==> src/rtl/hfc_pkg.sv <==
`default_nettype none
package hfc_pkg;
	localparam logic [7:0] HFC_OFS_FEATURE = 8'hf0;
	localparam logic [7:0] HFC_OFS_HOSTCMD = 8'hf8;
	localparam logic [7:0] HFC_FEATURE_RST = 8'h00;
	localparam logic [7:0] HFC_ZERO_BYTE = 8'h00;
	localparam int HFC_BIT_RSVD_LSB = 5;
	localparam int HFC_BIT_RSVD_MSB = 7;
	localparam int HFC_BIT_STS_EN = 4;
	localparam int HFC_DLY_MSB = 3;
	localparam int HFC_DLY_LSB = 1;
	localparam int HFC_BIT_SPREAD = 0;
	localparam int HFC_BIT_SOFT_RST = 1;
	localparam int HFC_BIT_CFG = 0;
	localparam int HFC_DLY_W = 3;
	localparam int HFC_NPORTS = 4;
	localparam int HFC_NSTS = 4;
	localparam int HFC_CNT_W = 25;
	localparam logic [HFC_DLY_W-1:0] HFC_DLY_ZERO = 3'h0;
	localparam logic [HFC_NPORTS-1:0] HFC_PORTS_OFF = 4'h0;
	localparam logic [HFC_NSTS-1:0] HFC_STS_OFF = 4'h0;
	// one power restore step in ms, and the clock in kHz
	localparam int HFC_STEP_MS = 200;
	localparam int HFC_CLK_KHZ = 100_000;
	localparam int HFC_STEP_CYCLES = HFC_STEP_MS * HFC_CLK_KHZ;

	typedef struct packed {
		logic rd;
		logic wr;
		logic [7:0] addr;
		logic [7:0] wdata;
	} hfc_reg_req_t;

	typedef struct packed {
		logic hs_link_up_out;
		logic hs_suspended_out;
		logic ss_link_up_out;
		logic ss_suspended_out;
	} hfc_status_t;
endpackage
`default_nettype wire

==> src/rtl/hfc_top.sv <==
`default_nettype none
module hfc_top
	import hfc_pkg::*;
#(
	parameter int STEP_CYCLES = HFC_STEP_CYCLES
) (
	input wire logic clk,
	input wire logic nrst,
	input wire hfc_reg_req_t host_req,
	output logic [7:0] host_rdata,
	input wire hfc_reg_req_t eep_req,
	input wire logic smbus_select_n,
	input wire logic power_enable_polarity,
	input wire logic config_mode_active,
	input wire logic [HFC_DLY_W-1:0] fused_power_restore_delay,
	input wire hfc_status_t link_status,
	output hfc_status_t status_pins_out,
	output logic [HFC_NSTS-1:0] status_pins_oe,
	output logic ss_spread_disable,
	input wire logic [HFC_NPORTS-1:0] port_power_request,
	input wire logic [HFC_NPORTS-1:0] port_charge_mode_change,
	output logic [HFC_NPORTS-1:0] port_power_enable_out,
	output logic config_in_progress,
	output logic upstream_connect_hold
);
	//////////////////////////////////////////////////////////////////////
	// pin synchronisers
	logic smbus_select_n_s;
	logic polarity_s;

	hfc_pin_sync #(
		.W(1),
		.RST_VAL(1'b1)
	) u_sync_mode (
		.clk(clk),
		.nrst(nrst),
		.pin_in(smbus_select_n),
		.pin_sync(smbus_select_n_s)
	);

	// reset value matches pulled up pin
	hfc_pin_sync #(
		.W(1),
		.RST_VAL(1'b1)
	) u_sync_pol (
		.clk(clk),
		.nrst(nrst),
		.pin_in(power_enable_polarity),
		.pin_sync(polarity_s)
	);

	logic smbus_mode;
	assign smbus_mode = !smbus_select_n_s;

	//////////////////////////////////////////////////////////////////////
	// register state
	logic [7:0] feature_ff, nxt_feature;
	logic soft_rst_ff, nxt_soft_rst;
	logic cfg_ff, nxt_cfg;
	logic cfg_mode_d_ff, nxt_cfg_mode_d;
	logic [7:0] rdata_ff, nxt_rdata;
	logic host_wr_feat, eep_wr_feat, host_wr_cmd;
	logic mode_enter, mode_exit;

	always_comb begin
		host_wr_feat = host_req.wr && (host_req.addr == HFC_OFS_FEATURE);
		eep_wr_feat = eep_req.wr && (eep_req.addr == HFC_OFS_FEATURE);
		host_wr_cmd = host_req.wr && (host_req.addr == HFC_OFS_HOSTCMD);
		mode_enter = config_mode_active && !cfg_mode_d_ff;
		mode_exit = !config_mode_active && cfg_mode_d_ff;
		nxt_cfg_mode_d = config_mode_active;
		nxt_feature = feature_ff;
		nxt_soft_rst = 1'b0;
		nxt_cfg = cfg_ff;
		nxt_rdata = rdata_ff;
		if (soft_rst_ff) begin
			nxt_feature = HFC_FEATURE_RST;
			nxt_cfg = 1'b1;
		end else begin
			if (host_wr_feat) begin
				nxt_feature = host_req.wdata;
			end else if (eep_wr_feat) begin
				nxt_feature = eep_req.wdata;
			end
			// set by writing 1 in smbus mode
			if (host_wr_cmd && smbus_mode && host_req.wdata[HFC_BIT_SOFT_RST]) begin
				nxt_soft_rst = 1'b1;
			end
			if (host_wr_cmd && host_req.wdata[HFC_BIT_CFG]) begin
				nxt_cfg = 1'b0;
			end
			if (mode_exit && !smbus_mode) begin
				nxt_cfg = 1'b0;
			end
			// mode entry sets flag, wins over clear
			if (mode_enter) begin
				nxt_cfg = 1'b1;
			end
		end
		if (host_req.rd) begin
			unique case (host_req.addr)
				HFC_OFS_FEATURE: nxt_rdata = feature_ff;
				HFC_OFS_HOSTCMD: nxt_rdata = {6'h00, soft_rst_ff, cfg_ff};
				default: nxt_rdata = HFC_ZERO_BYTE;
			endcase
		end
	end

	always_ff @(posedge clk) begin
		if (!nrst) begin
			feature_ff <= HFC_FEATURE_RST;
			soft_rst_ff <= 1'b0;
			cfg_ff <= 1'b0;
			cfg_mode_d_ff <= 1'b0;
			rdata_ff <= HFC_ZERO_BYTE;
		end else begin
			feature_ff <= nxt_feature;
			soft_rst_ff <= nxt_soft_rst;
			cfg_ff <= nxt_cfg;
			cfg_mode_d_ff <= nxt_cfg_mode_d;
			rdata_ff <= nxt_rdata;
		end
	end

	//////////////////////////////////////////////////////////////////////
	// status pins, spread spectrum, upstream hold
	hfc_status_t sts_ff, nxt_sts;
	logic [HFC_NSTS-1:0] sts_oe_ff, nxt_sts_oe;
	logic spread_ff, nxt_spread;
	logic hold_ff, nxt_hold;

	always_comb begin
		// status outputs gated by enable bit
		nxt_sts_oe = feature_ff[HFC_BIT_STS_EN] ? {HFC_NSTS{1'b1}} : HFC_STS_OFF;
		nxt_sts = feature_ff[HFC_BIT_STS_EN] ? link_status : hfc_status_t'(HFC_STS_OFF);
		nxt_spread = feature_ff[HFC_BIT_SPREAD];
		nxt_hold = nxt_cfg;
	end

	always_ff @(posedge clk) begin
		if (!nrst) begin
			sts_ff <= hfc_status_t'(HFC_STS_OFF);
			sts_oe_ff <= HFC_STS_OFF;
			spread_ff <= 1'b0;
			hold_ff <= 1'b0;
		end else begin
			sts_ff <= nxt_sts;
			sts_oe_ff <= nxt_sts_oe;
			spread_ff <= nxt_spread;
			hold_ff <= nxt_hold;
		end
	end

	//////////////////////////////////////////////////////////////////////
	// port power restore
	logic [HFC_DLY_W-1:0] delay_steps;
	logic [HFC_NPORTS-1:0] timer_busy;
	logic [HFC_NPORTS-1:0] port_on;
	logic [HFC_NPORTS-1:0] pwr_out_ff, nxt_pwr_out;

	assign delay_steps = (fused_power_restore_delay != HFC_DLY_ZERO) ?
		fused_power_restore_delay : feature_ff[HFC_DLY_MSB:HFC_DLY_LSB];

	genvar gp;
	generate
		for (gp = 0; gp < HFC_NPORTS; gp++) begin : g_port
			hfc_restore_timer #(
				.STEP_CYCLES(STEP_CYCLES)
			) u_timer (
				.clk(clk),
				.nrst(nrst),
				.start(port_charge_mode_change[gp]),
				.delay_steps(delay_steps),
				.busy(timer_busy[gp])
			);
		end
	endgenerate

	always_comb begin
		port_on = port_power_request & ~timer_busy;
		nxt_pwr_out = polarity_s ? port_on : ~port_on;
	end

	always_ff @(posedge clk) begin
		if (!nrst) begin
			pwr_out_ff <= ~HFC_PORTS_OFF;
		end else begin
			pwr_out_ff <= nxt_pwr_out;
		end
	end

	assign host_rdata = rdata_ff;
	assign status_pins_out = sts_ff;
	assign status_pins_oe = sts_oe_ff;
	assign ss_spread_disable = spread_ff;
	assign port_power_enable_out = pwr_out_ff;
	assign config_in_progress = cfg_ff;
	assign upstream_connect_hold = hold_ff;

	//////////////////////////////////////////////////////////////////////
	// checks
	chk_sts_pin_enable: assert property (
		@(posedge clk) disable iff (!nrst)
		(host_wr_feat && !soft_rst_ff) |-> ##2
			(status_pins_oe == {HFC_NSTS{$past(host_req.wdata[HFC_BIT_STS_EN], 2)}})
	) else $error("status pin enable does not follow written bit");

	chk_spread_bit: assert property (
		@(posedge clk) disable iff (!nrst)
		(host_wr_feat && !soft_rst_ff) |-> ##2
			(ss_spread_disable == $past(host_req.wdata[HFC_BIT_SPREAD], 2))
	) else $error("spread disable does not follow written bit");

	chk_eep_load: assert property (
		@(posedge clk) disable iff (!nrst)
		(eep_wr_feat && !host_wr_feat && !soft_rst_ff) |=>
			(feature_ff == $past(eep_req.wdata))
	) else $error("eeprom load not taken");

	chk_rsvd_zero: assert property (
		@(posedge clk) disable iff (!nrst)
		(host_req.rd && host_req.addr == HFC_OFS_HOSTCMD) |=> (host_rdata[7:2] == 6'h00)
	) else $error("reserved command bits not zero");

	chk_soft_reset: assert property (
		@(posedge clk) disable iff (!nrst)
		soft_rst_ff |=> (feature_ff == HFC_FEATURE_RST) && cfg_ff && !soft_rst_ff
	) else $error("soft reset did not restore registers");

	chk_soft_set: assert property (
		@(posedge clk) disable iff (!nrst)
		(!soft_rst_ff && host_wr_cmd && !smbus_mode) |=> !soft_rst_ff
	) else $error("soft reset set outside smbus mode");

	chk_flag_enter: assert property (
		@(posedge clk) disable iff (!nrst)
		$rose(config_mode_active) |=> config_in_progress && upstream_connect_hold
	) else $error("config flag not set on mode entry");

	chk_flag_hold: assert property (
		@(posedge clk) disable iff (!nrst)
		config_in_progress |-> upstream_connect_hold
	) else $error("upstream not held while configuring");

	chk_i2c_exit: assert property (
		@(posedge clk) disable iff (!nrst)
		(mode_exit && !smbus_mode && !soft_rst_ff) |=> !cfg_ff
	) else $error("flag not cleared on i2c exit");

	chk_write0_keep: assert property (
		@(posedge clk) disable iff (!nrst)
		(cfg_ff && host_wr_cmd && !host_req.wdata[HFC_BIT_CFG] && !mode_exit) |=> cfg_ff
	) else $error("writing zero changed config flag");

	chk_pwr_drop: assert property (
		@(posedge clk) disable iff (!nrst)
		(port_charge_mode_change[0] && polarity_s) ##1 polarity_s |=>
			!port_power_enable_out[0]
	) else $error("port power not removed on mode change");

	chk_polarity: assert property (
		@(posedge clk) disable iff (!nrst)
		1'b1 |=> (port_power_enable_out ==
			($past(polarity_s) ? $past(port_on) : ~$past(port_on)))
	) else $error("power enable polarity wrong");
endmodule
`default_nettype wire

==> src/rtl/hfc_pin_sync.sv <==
`default_nettype none
module hfc_pin_sync
	import hfc_pkg::*;
#(
	parameter int W = 1,
	parameter logic [W-1:0] RST_VAL = '0
) (
	input wire logic clk,
	input wire logic nrst,
	input wire logic [W-1:0] pin_in,
	output logic [W-1:0] pin_sync
);
	logic [W-1:0] stage1_ff;
	logic [W-1:0] stage2_ff;
	logic [W-1:0] nxt_stage1;
	logic [W-1:0] nxt_stage2;

	always_comb begin
		nxt_stage1 = pin_in;
		nxt_stage2 = stage1_ff;
	end

	always_ff @(posedge clk) begin
		if (!nrst) begin
			stage1_ff <= RST_VAL;
			stage2_ff <= RST_VAL;
		end else begin
			stage1_ff <= nxt_stage1;
			stage2_ff <= nxt_stage2;
		end
	end

	assign pin_sync = stage2_ff;
endmodule
`default_nettype wire

==> src/rtl/hfc_restore_timer.sv <==
`default_nettype none
module hfc_restore_timer
	import hfc_pkg::*;
#(
	parameter int STEP_CYCLES = HFC_STEP_CYCLES
) (
	input wire logic clk,
	input wire logic nrst,
	input wire logic start,
	input wire logic [HFC_DLY_W-1:0] delay_steps,
	output logic busy
);
	localparam logic [HFC_CNT_W-1:0] STEP_LAST = HFC_CNT_W'(STEP_CYCLES - 1);
	localparam logic [HFC_CNT_W-1:0] CNT_ONE = 25'h000_0001;

	logic busy_ff, nxt_busy;
	logic [HFC_DLY_W-1:0] steps_ff, nxt_steps;
	logic [HFC_DLY_W-1:0] step_cnt_ff, nxt_step_cnt;
	logic [HFC_CNT_W-1:0] cyc_ff, nxt_cyc;
	logic step_tick;

	//////////////////////////////////////////////////////////////////////
	// reference clock counter
	always_comb begin
		step_tick = (cyc_ff == STEP_LAST);
		nxt_busy = busy_ff;
		nxt_steps = steps_ff;
		nxt_step_cnt = step_cnt_ff;
		nxt_cyc = cyc_ff;
		if (start) begin
			nxt_busy = 1'b1;
			nxt_steps = delay_steps;
			nxt_step_cnt = HFC_DLY_ZERO;
			nxt_cyc = '0;
		end else if (busy_ff) begin
			if (step_cnt_ff == steps_ff) begin
				nxt_busy = 1'b0;
			end else if (step_tick) begin
				nxt_cyc = '0;
				nxt_step_cnt = step_cnt_ff + HFC_DLY_W'(1);
			end else begin
				nxt_cyc = cyc_ff + CNT_ONE;
			end
		end
	end

	always_ff @(posedge clk) begin
		if (!nrst) begin
			busy_ff <= 1'b0;
			steps_ff <= HFC_DLY_ZERO;
			step_cnt_ff <= HFC_DLY_ZERO;
			cyc_ff <= '0;
		end else begin
			busy_ff <= nxt_busy;
			steps_ff <= nxt_steps;
			step_cnt_ff <= nxt_step_cnt;
			cyc_ff <= nxt_cyc;
		end
	end

	assign busy = busy_ff;

	//////////////////////////////////////////////////////////////////////
	// checks: busy cycle count against programmed steps
	int busy_len_ff;
	always_ff @(posedge clk) begin
		if (!nrst || start) begin
			busy_len_ff <= 0;
		end else if (busy_ff) begin
			busy_len_ff <= busy_len_ff + 1;
		end
	end

	chk_delay_length: assert property (
		@(posedge clk) disable iff (!nrst)
		($fell(busy_ff) && !$past(start)) |->
			(busy_len_ff == int'(steps_ff) * STEP_CYCLES + 1)
	) else $error("power restore delay length wrong");
endmodule
`default_nettype wire

==> config.mk <==
export PLATFORM = sky130hd
export DESIGN_NAME = hfc_top
export DESIGN_NICKNAME = d
export VERILOG_FILES = /design/src/rtl/hfc_pkg.sv /design/src/rtl/hfc_top.sv /design/src/rtl/hfc_pin_sync.sv /design/src/rtl/hfc_restore_timer.sv
export SDC_FILE = /design/constraint.sdc
export NUM_CORES = 1
export LEC_CHECK = 0
export BUFFER_PORTS_ARGS = -buffer_cell sky130_fd_sc_hd__buf_2
export CORE_ASPECT_RATIO = 0.9
export CORE_MARGIN = 10
export CORE_UTILIZATION = 50
export DETAILED_ROUTE_END_ITERATION = 10
export HOLD_SLACK_MARGIN = 0.08
export PLACE_DENSITY = 0.72
export SLEW_MARGIN = 5
export SYNTH_ARGS = -nofsm -noshare
export SYNTH_HDL_FRONTEND = slang
export SYNTH_HIERARCHICAL = 1
export SYNTH_SLANG_ARGS = --single-unit
==> constraint.sdc <==
create_clock -name clk -period 1.7 [get_ports clk]
set_input_delay 0.255 -clock clk [delete_from_list [all_inputs] [get_ports clk]]
set_output_delay 0.255 -clock clk [all_outputs]
set_load 0.01 [all_outputs]
==> impl_table.tex <==
\begin{tabular}{lr}
\hline
Metric & Value \\
\hline
\multicolumn{2}{l}{\textbf{Layout}} \\
\quad Commonest non-fill, non-tap cell in the layout & sky130\_fd\_sc\_hd\_\_dfxtp\_1 \\
\quad End-of-flow core utilization & 0.710 \\
\quad Number of antenna cells inserted & 0 \\
\quad Most frequent cells in the layout & 148 x sky130\_fd\_sc\_hd\_\_dfxtp\_1, 112 x sky130\_fd\_sc\_hd\_\_buf\_4, 77 x sky130\_fd\_sc\_hd\_\_buf\_2, 76 x sky130\_fd\_sc\_hd\_\_xor2\_1, 65 x sky130\_fd\_sc\_hd\_\_nand4\_1 \\
\quad Net count reported at finish & between 1,000 and 1,500 \\
\quad Synth-to-layout area growth & 38.8\% \\
\quad Proportion of layout cells with a drive suffix above 1 & 0.371 \\
\multicolumn{2}{l}{\textbf{STA}} \\
\quad Fmax & about 530 MHz \\
\quad RSZ-0062 raised after global routing & true \\
\quad Min setup slack post-route & -0.185 ns \\
\quad Ratio of final minimum period to clock period & 1.11 \\
\quad Hold\_ws & 0.101 ns \\
\quad Slew margin rel. & 0.670 \\
\quad Transition at the pin with the smallest max-transition slack & between 0.4 and 0.5 ns \\
\quad Setup-failing EPs final & between 100 and 150 \\
\quad Count of pins over their slew limit & 0 \\
\quad Post-layout min period & approximately 1.9 ns \\
\quad Maximum clock skew at final layout & between 0.008 and 0.009 ns \\
\quad Sum of negative setup slack & -15.40 ns \\
\quad Final Hold Vio Count & 0 \\
\multicolumn{2}{l}{\textbf{Synthesis}} \\
\quad Synthesized cell area & roughly 7500 um2 \\
\quad Complex-gate fraction of the synthesized area & 0.0585 \\
\quad Fraction of the yosys area taken by sequential cells & 0.428 \\
\quad Fraction of synthesized cell area taken by the top area cell type & 0.428 \\
\quad Net count after synthesis & roughly 900 \\
\quad \#FFs+latches synth & approximately 160 \\
\quad Number of instances in the synthesized netlist & around 840 \\
\quad Simple-gate area share of the yosys netlist & 0.284 \\
\quad Post-Synth XOR/XNOR Area & 0.126 \\
\quad Yosys synthesis warning count & 6 \\
\quad Leading area contributor after synthesis & sky130\_fd\_sc\_hd\_\_dfxtp\_1 \\
\quad Synth Area per Inst & between 8 and 9 um2 \\
\quad Multiplexer share of the synthesized area & 0.0455 \\
\quad Largest family of logic cells by synthesized area & simple AND/OR/NAND/NOR gates \\
\quad Post-synthesis adder-cell area fraction & 0.0133 \\
\quad Biggest area contributors in the synthesized netlist & sky130\_fd\_sc\_hd\_\_dfxtp\_1 43\%, sky130\_fd\_sc\_hd\_\_xor2\_1 8.8\%, sky130\_fd\_sc\_hd\_\_nor2\_1 7.0\%, sky130\_fd\_sc\_hd\_\_nand4\_1 5.4\%, sky130\_fd\_sc\_hd\_\_mux2i\_1 4.3\% \\
\quad Post-synthesis cell type count & 45 \\
\multicolumn{2}{l}{\textbf{Power and ir drop}} \\
\quad Maximum ir drop on the vdd rail & about 0.00075 V \\
\quad Leakage Power & between 3 and 4 nW \\
\quad Power density over the cells & 830 nW/um2 \\
\multicolumn{2}{l}{\textbf{Routing}} \\
\quad DR vias & about 6,800 \\
\quad Wirelength, routed & 20,000 um \\
\quad Via-to-Cell Ratio & between 5 and 6 \\
\quad Number of search-and-repair iterations in the first detailed-routing pass & 4 \\
\quad Antenna viol nets, final & 0 \\
\quad Detail-routed net length per standard cell & approximately 16 um \\
\quad Detailed router's first-iteration violation count & between 300 and 400 \\
\quad Remaining DRCs & 0 \\
\multicolumn{2}{l}{\textbf{Global routing}} \\
\quad Total overflow reported by the global router & 0 \\
\quad All-layer global routing usage & 0.180 \\
\quad Largest net degree at the start of global routing & 25 \\
\quad First-pass GRT wire length & approximately 30,000 um \\
\quad Number of antenna violations at the first check in global routing & 1 \\
\quad Vias in the first global route & $\sim$6,400 \\
\multicolumn{2}{l}{\textbf{Floorplan}} \\
\quad Floorplan core area & approximately 15,000 um2 \\
\quad Full die area & 20,400 um2 \\
\quad Die span in y & about 140 um \\
\quad Number of rows in the core area & 42 \\
\quad Die boundary width & between 100 and 150 um \\
\quad Io pins & a little under 80 \\
\quad Effective utilization at floorplan & 0.512 \\
\multicolumn{2}{l}{\textbf{Clock tree}} \\
\quad Clock Sink Count & $\sim$160 \\
\quad TritonCTS buffer count & 17 \\
\quad CTS tree & yes \\
\quad Clock tree root buffer cell & sky130\_fd\_sc\_hd\_\_clkbuf\_16 \\
\quad Maximum root-to-sink buffer count & 2 \\
\quad Maximum level of the CTS H-tree & 4 \\
\quad Clk pin slew, worst setup/hold paths & about 0.07 ns \\
\quad Insertion delay to the later sink of the worst-skew pair & $\sim$0.43 ns \\
\multicolumn{2}{l}{\textbf{Placement}} \\
\quad Post-detail-place hpwl & $\sim$12,000 um \\
\quad IO buf count & 77 \\
\quad Routability Congestion & roughly 0.83 \\
\multicolumn{2}{l}{\textbf{Run status}} \\
\quad Status & finished with violations \\
\quad Violated checks & negative setup slack \\
\multicolumn{2}{l}{\textbf{Job}} \\
\quad Max\_cap viols & 0 \\
\multicolumn{2}{l}{\textbf{Critical path}} \\
\quad Family with the most delay on the worst path & simple AND/OR/NAND/NOR gates \\
\quad Start-to-end type of the worst setup path & register to register \\
\quad Slowest library cell on the worst path & sky130\_fd\_sc\_hd\_\_or4\_4 \\
\quad Max incr delay on CP & approximately 0.56 ns \\
\quad Crit path required time & between 2 and 2.5 ns \\
\quad Series of cell instances along the critical path & or4\_4, nor3\_2, and4b\_1, or2\_4, clkbuf\_16, nor2\_2 \\
\quad Type of element capturing the critical path & register \\
\quad WP buf/inv & 1 \\
\quad Kind of start point of the critical path & register \\
\quad Largest driver fanout on the critical path & 6 \\
\quad Arrival time of data at the critical path endpoint & between 2 and 2.5 ns \\
\multicolumn{2}{l}{\textbf{Worst hold path}} \\
\quad Kind of path behind the tightest hold check & input pin to register \\
\hline
\end{tabular}
## state kept, by name, indices dropped and copies added, names as in the netlist, 4 cells and up
| name | cells |
|---|---|
| port_power_enable_out | 4 |
| feature_ff | 8 |
| g_port.u_timer/steps_ff | 12 |
| g_port.u_timer/cyc_ff | 100 |
| status_pins_out | 4 |
| host_rdata | 8 |
| g_port.u_timer/step_cnt_ff | 12 |
| g_port.u_timer/busy | 4 |
## logic make-up after synthesis
kind of cell,after synthesis
XOR/XNOR,108
AND/OR/NAND/NOR,412
buffers and inverters,58
multiplexers,34
flip-flops,161
adder cells (fa/ha/maj),8
AO/OA/AOI/OAI,58
## synth_stat cells (all sizes together)
cell type and count:
nand4 65, mux2 2, or3 4, o31a 1, nand3 46, inv 14, o21a 4, nand4b 2
and3 16, o21ai 5, a21boi 2, and2 15, a21o 3, nand2b 15, and4b 4, nand2 29
or4b 1, mux2i 32, a21oi 14, dfxtp 161, buf 23, a31oi 4, a41oi 1, and4 8
or3b 1, a31o 4, clkbuf 21, nor4bb 1, a311oi 8, a211oi 12, nor4 1, xor2 76
nor3 22, xnor2 32, or2 4, or4 9, nor2 140, ha 8, nor2b 29
## per-stage QoR
stage / power, mW / std cells / worst slack (ns) / cell area [um2]
after CTS: 8.59 / 1232 / -0.108 / 9740
after global placement: 4.30 / 1188 / -0.129 / 8810
after floorplan: 4.15 / 839 / -0.113 / 7570
final: 8.67 / 1243 / -0.185 / 10500
after detailed placement: 4.30 / 1188 / -0.187 / 8810
after global routing: 8.92 / 1243 / -0.240 / 10500
## worst register-to-register path: stages, from the launching register on
cell and delay [ns]:
sky130_fd_sc_hd__dfxtp_2 0.32, sky130_fd_sc_hd__or4_4 0.56, sky130_fd_sc_hd__nor3_2 0.19, sky130_fd_sc_hd__and4b_1 0.26, sky130_fd_sc_hd__or2_4 0.21, sky130_fd_sc_hd__clkbuf_16 0.19, sky130_fd_sc_hd__nor2_2 0.05
## repair_timing
action,4_1_cts,5_1_grt
hold buffers,7,0
gates resized for setup,36,141
gates cloned,2,9
endpoints found under the hold margin,7,0
endpoints found under the setup margin,108,111
pin swaps,17,70
setup buffers,3,2
## report_power, final
part	total, mW	internal, mW	leakage (nW)	switching, mW
logic	0.532	0.265	2.34	0.267
clock network	4.30	2.67	0.327	1.63
registers	3.84	3.81	1.31	0.0274
total	8.67	6.75	3.98	1.92
## worst paths after layout
| kind | depth (start not counted) | startpoint | to | slack (ns) |
|---|---|---|---|---|
| worst max-delay path | 6 | g_port[0].u_timer/cyc_ff[18] | g_port[0].u_timer/cyc_ff[19] | -0.19 |
| worst max register to register | 6 | g_port[0].u_timer/cyc_ff[18] | g_port[0].u_timer/cyc_ff[19] | -0.19 |
| worst min register to register | 1 | u_sync_pol/nxt_stage2 | u_sync_pol/pin_sync | 0.41 |
| worst min-delay path | 3 | host_req[5] | feature_ff[5] | 0.10 |
## area by class of cell
class | count | area [um2]
Timing Repair Buffer | 218 | 1710
Inverter | 14 | 52.6
Tap cell | 198 | 248
Clock buffer | 18 | 439
Sequential cell | 161 | 3240
Clock inverter | 14 | 228
Fill cell | 1040 | 4260
Multi-Input combinational cell | 620 | 4540
## per-layer routing
layer | vias to the layer above | track usage | part of all wire | wire length (um)
met1 | 3219 | 0.217 | 0.43 | 8620
met2 | 178 | 0.301 | 0.50 | 10100
li1 | 3310 | - | - | -
met5 | - | 0 | 0.00065 | 13
met4 | 2 | 0.0708 | 0.024 | 488
met3 | 47 | 0.0445 | 0.042 | 840
Power figures use the tool's default switching activity.
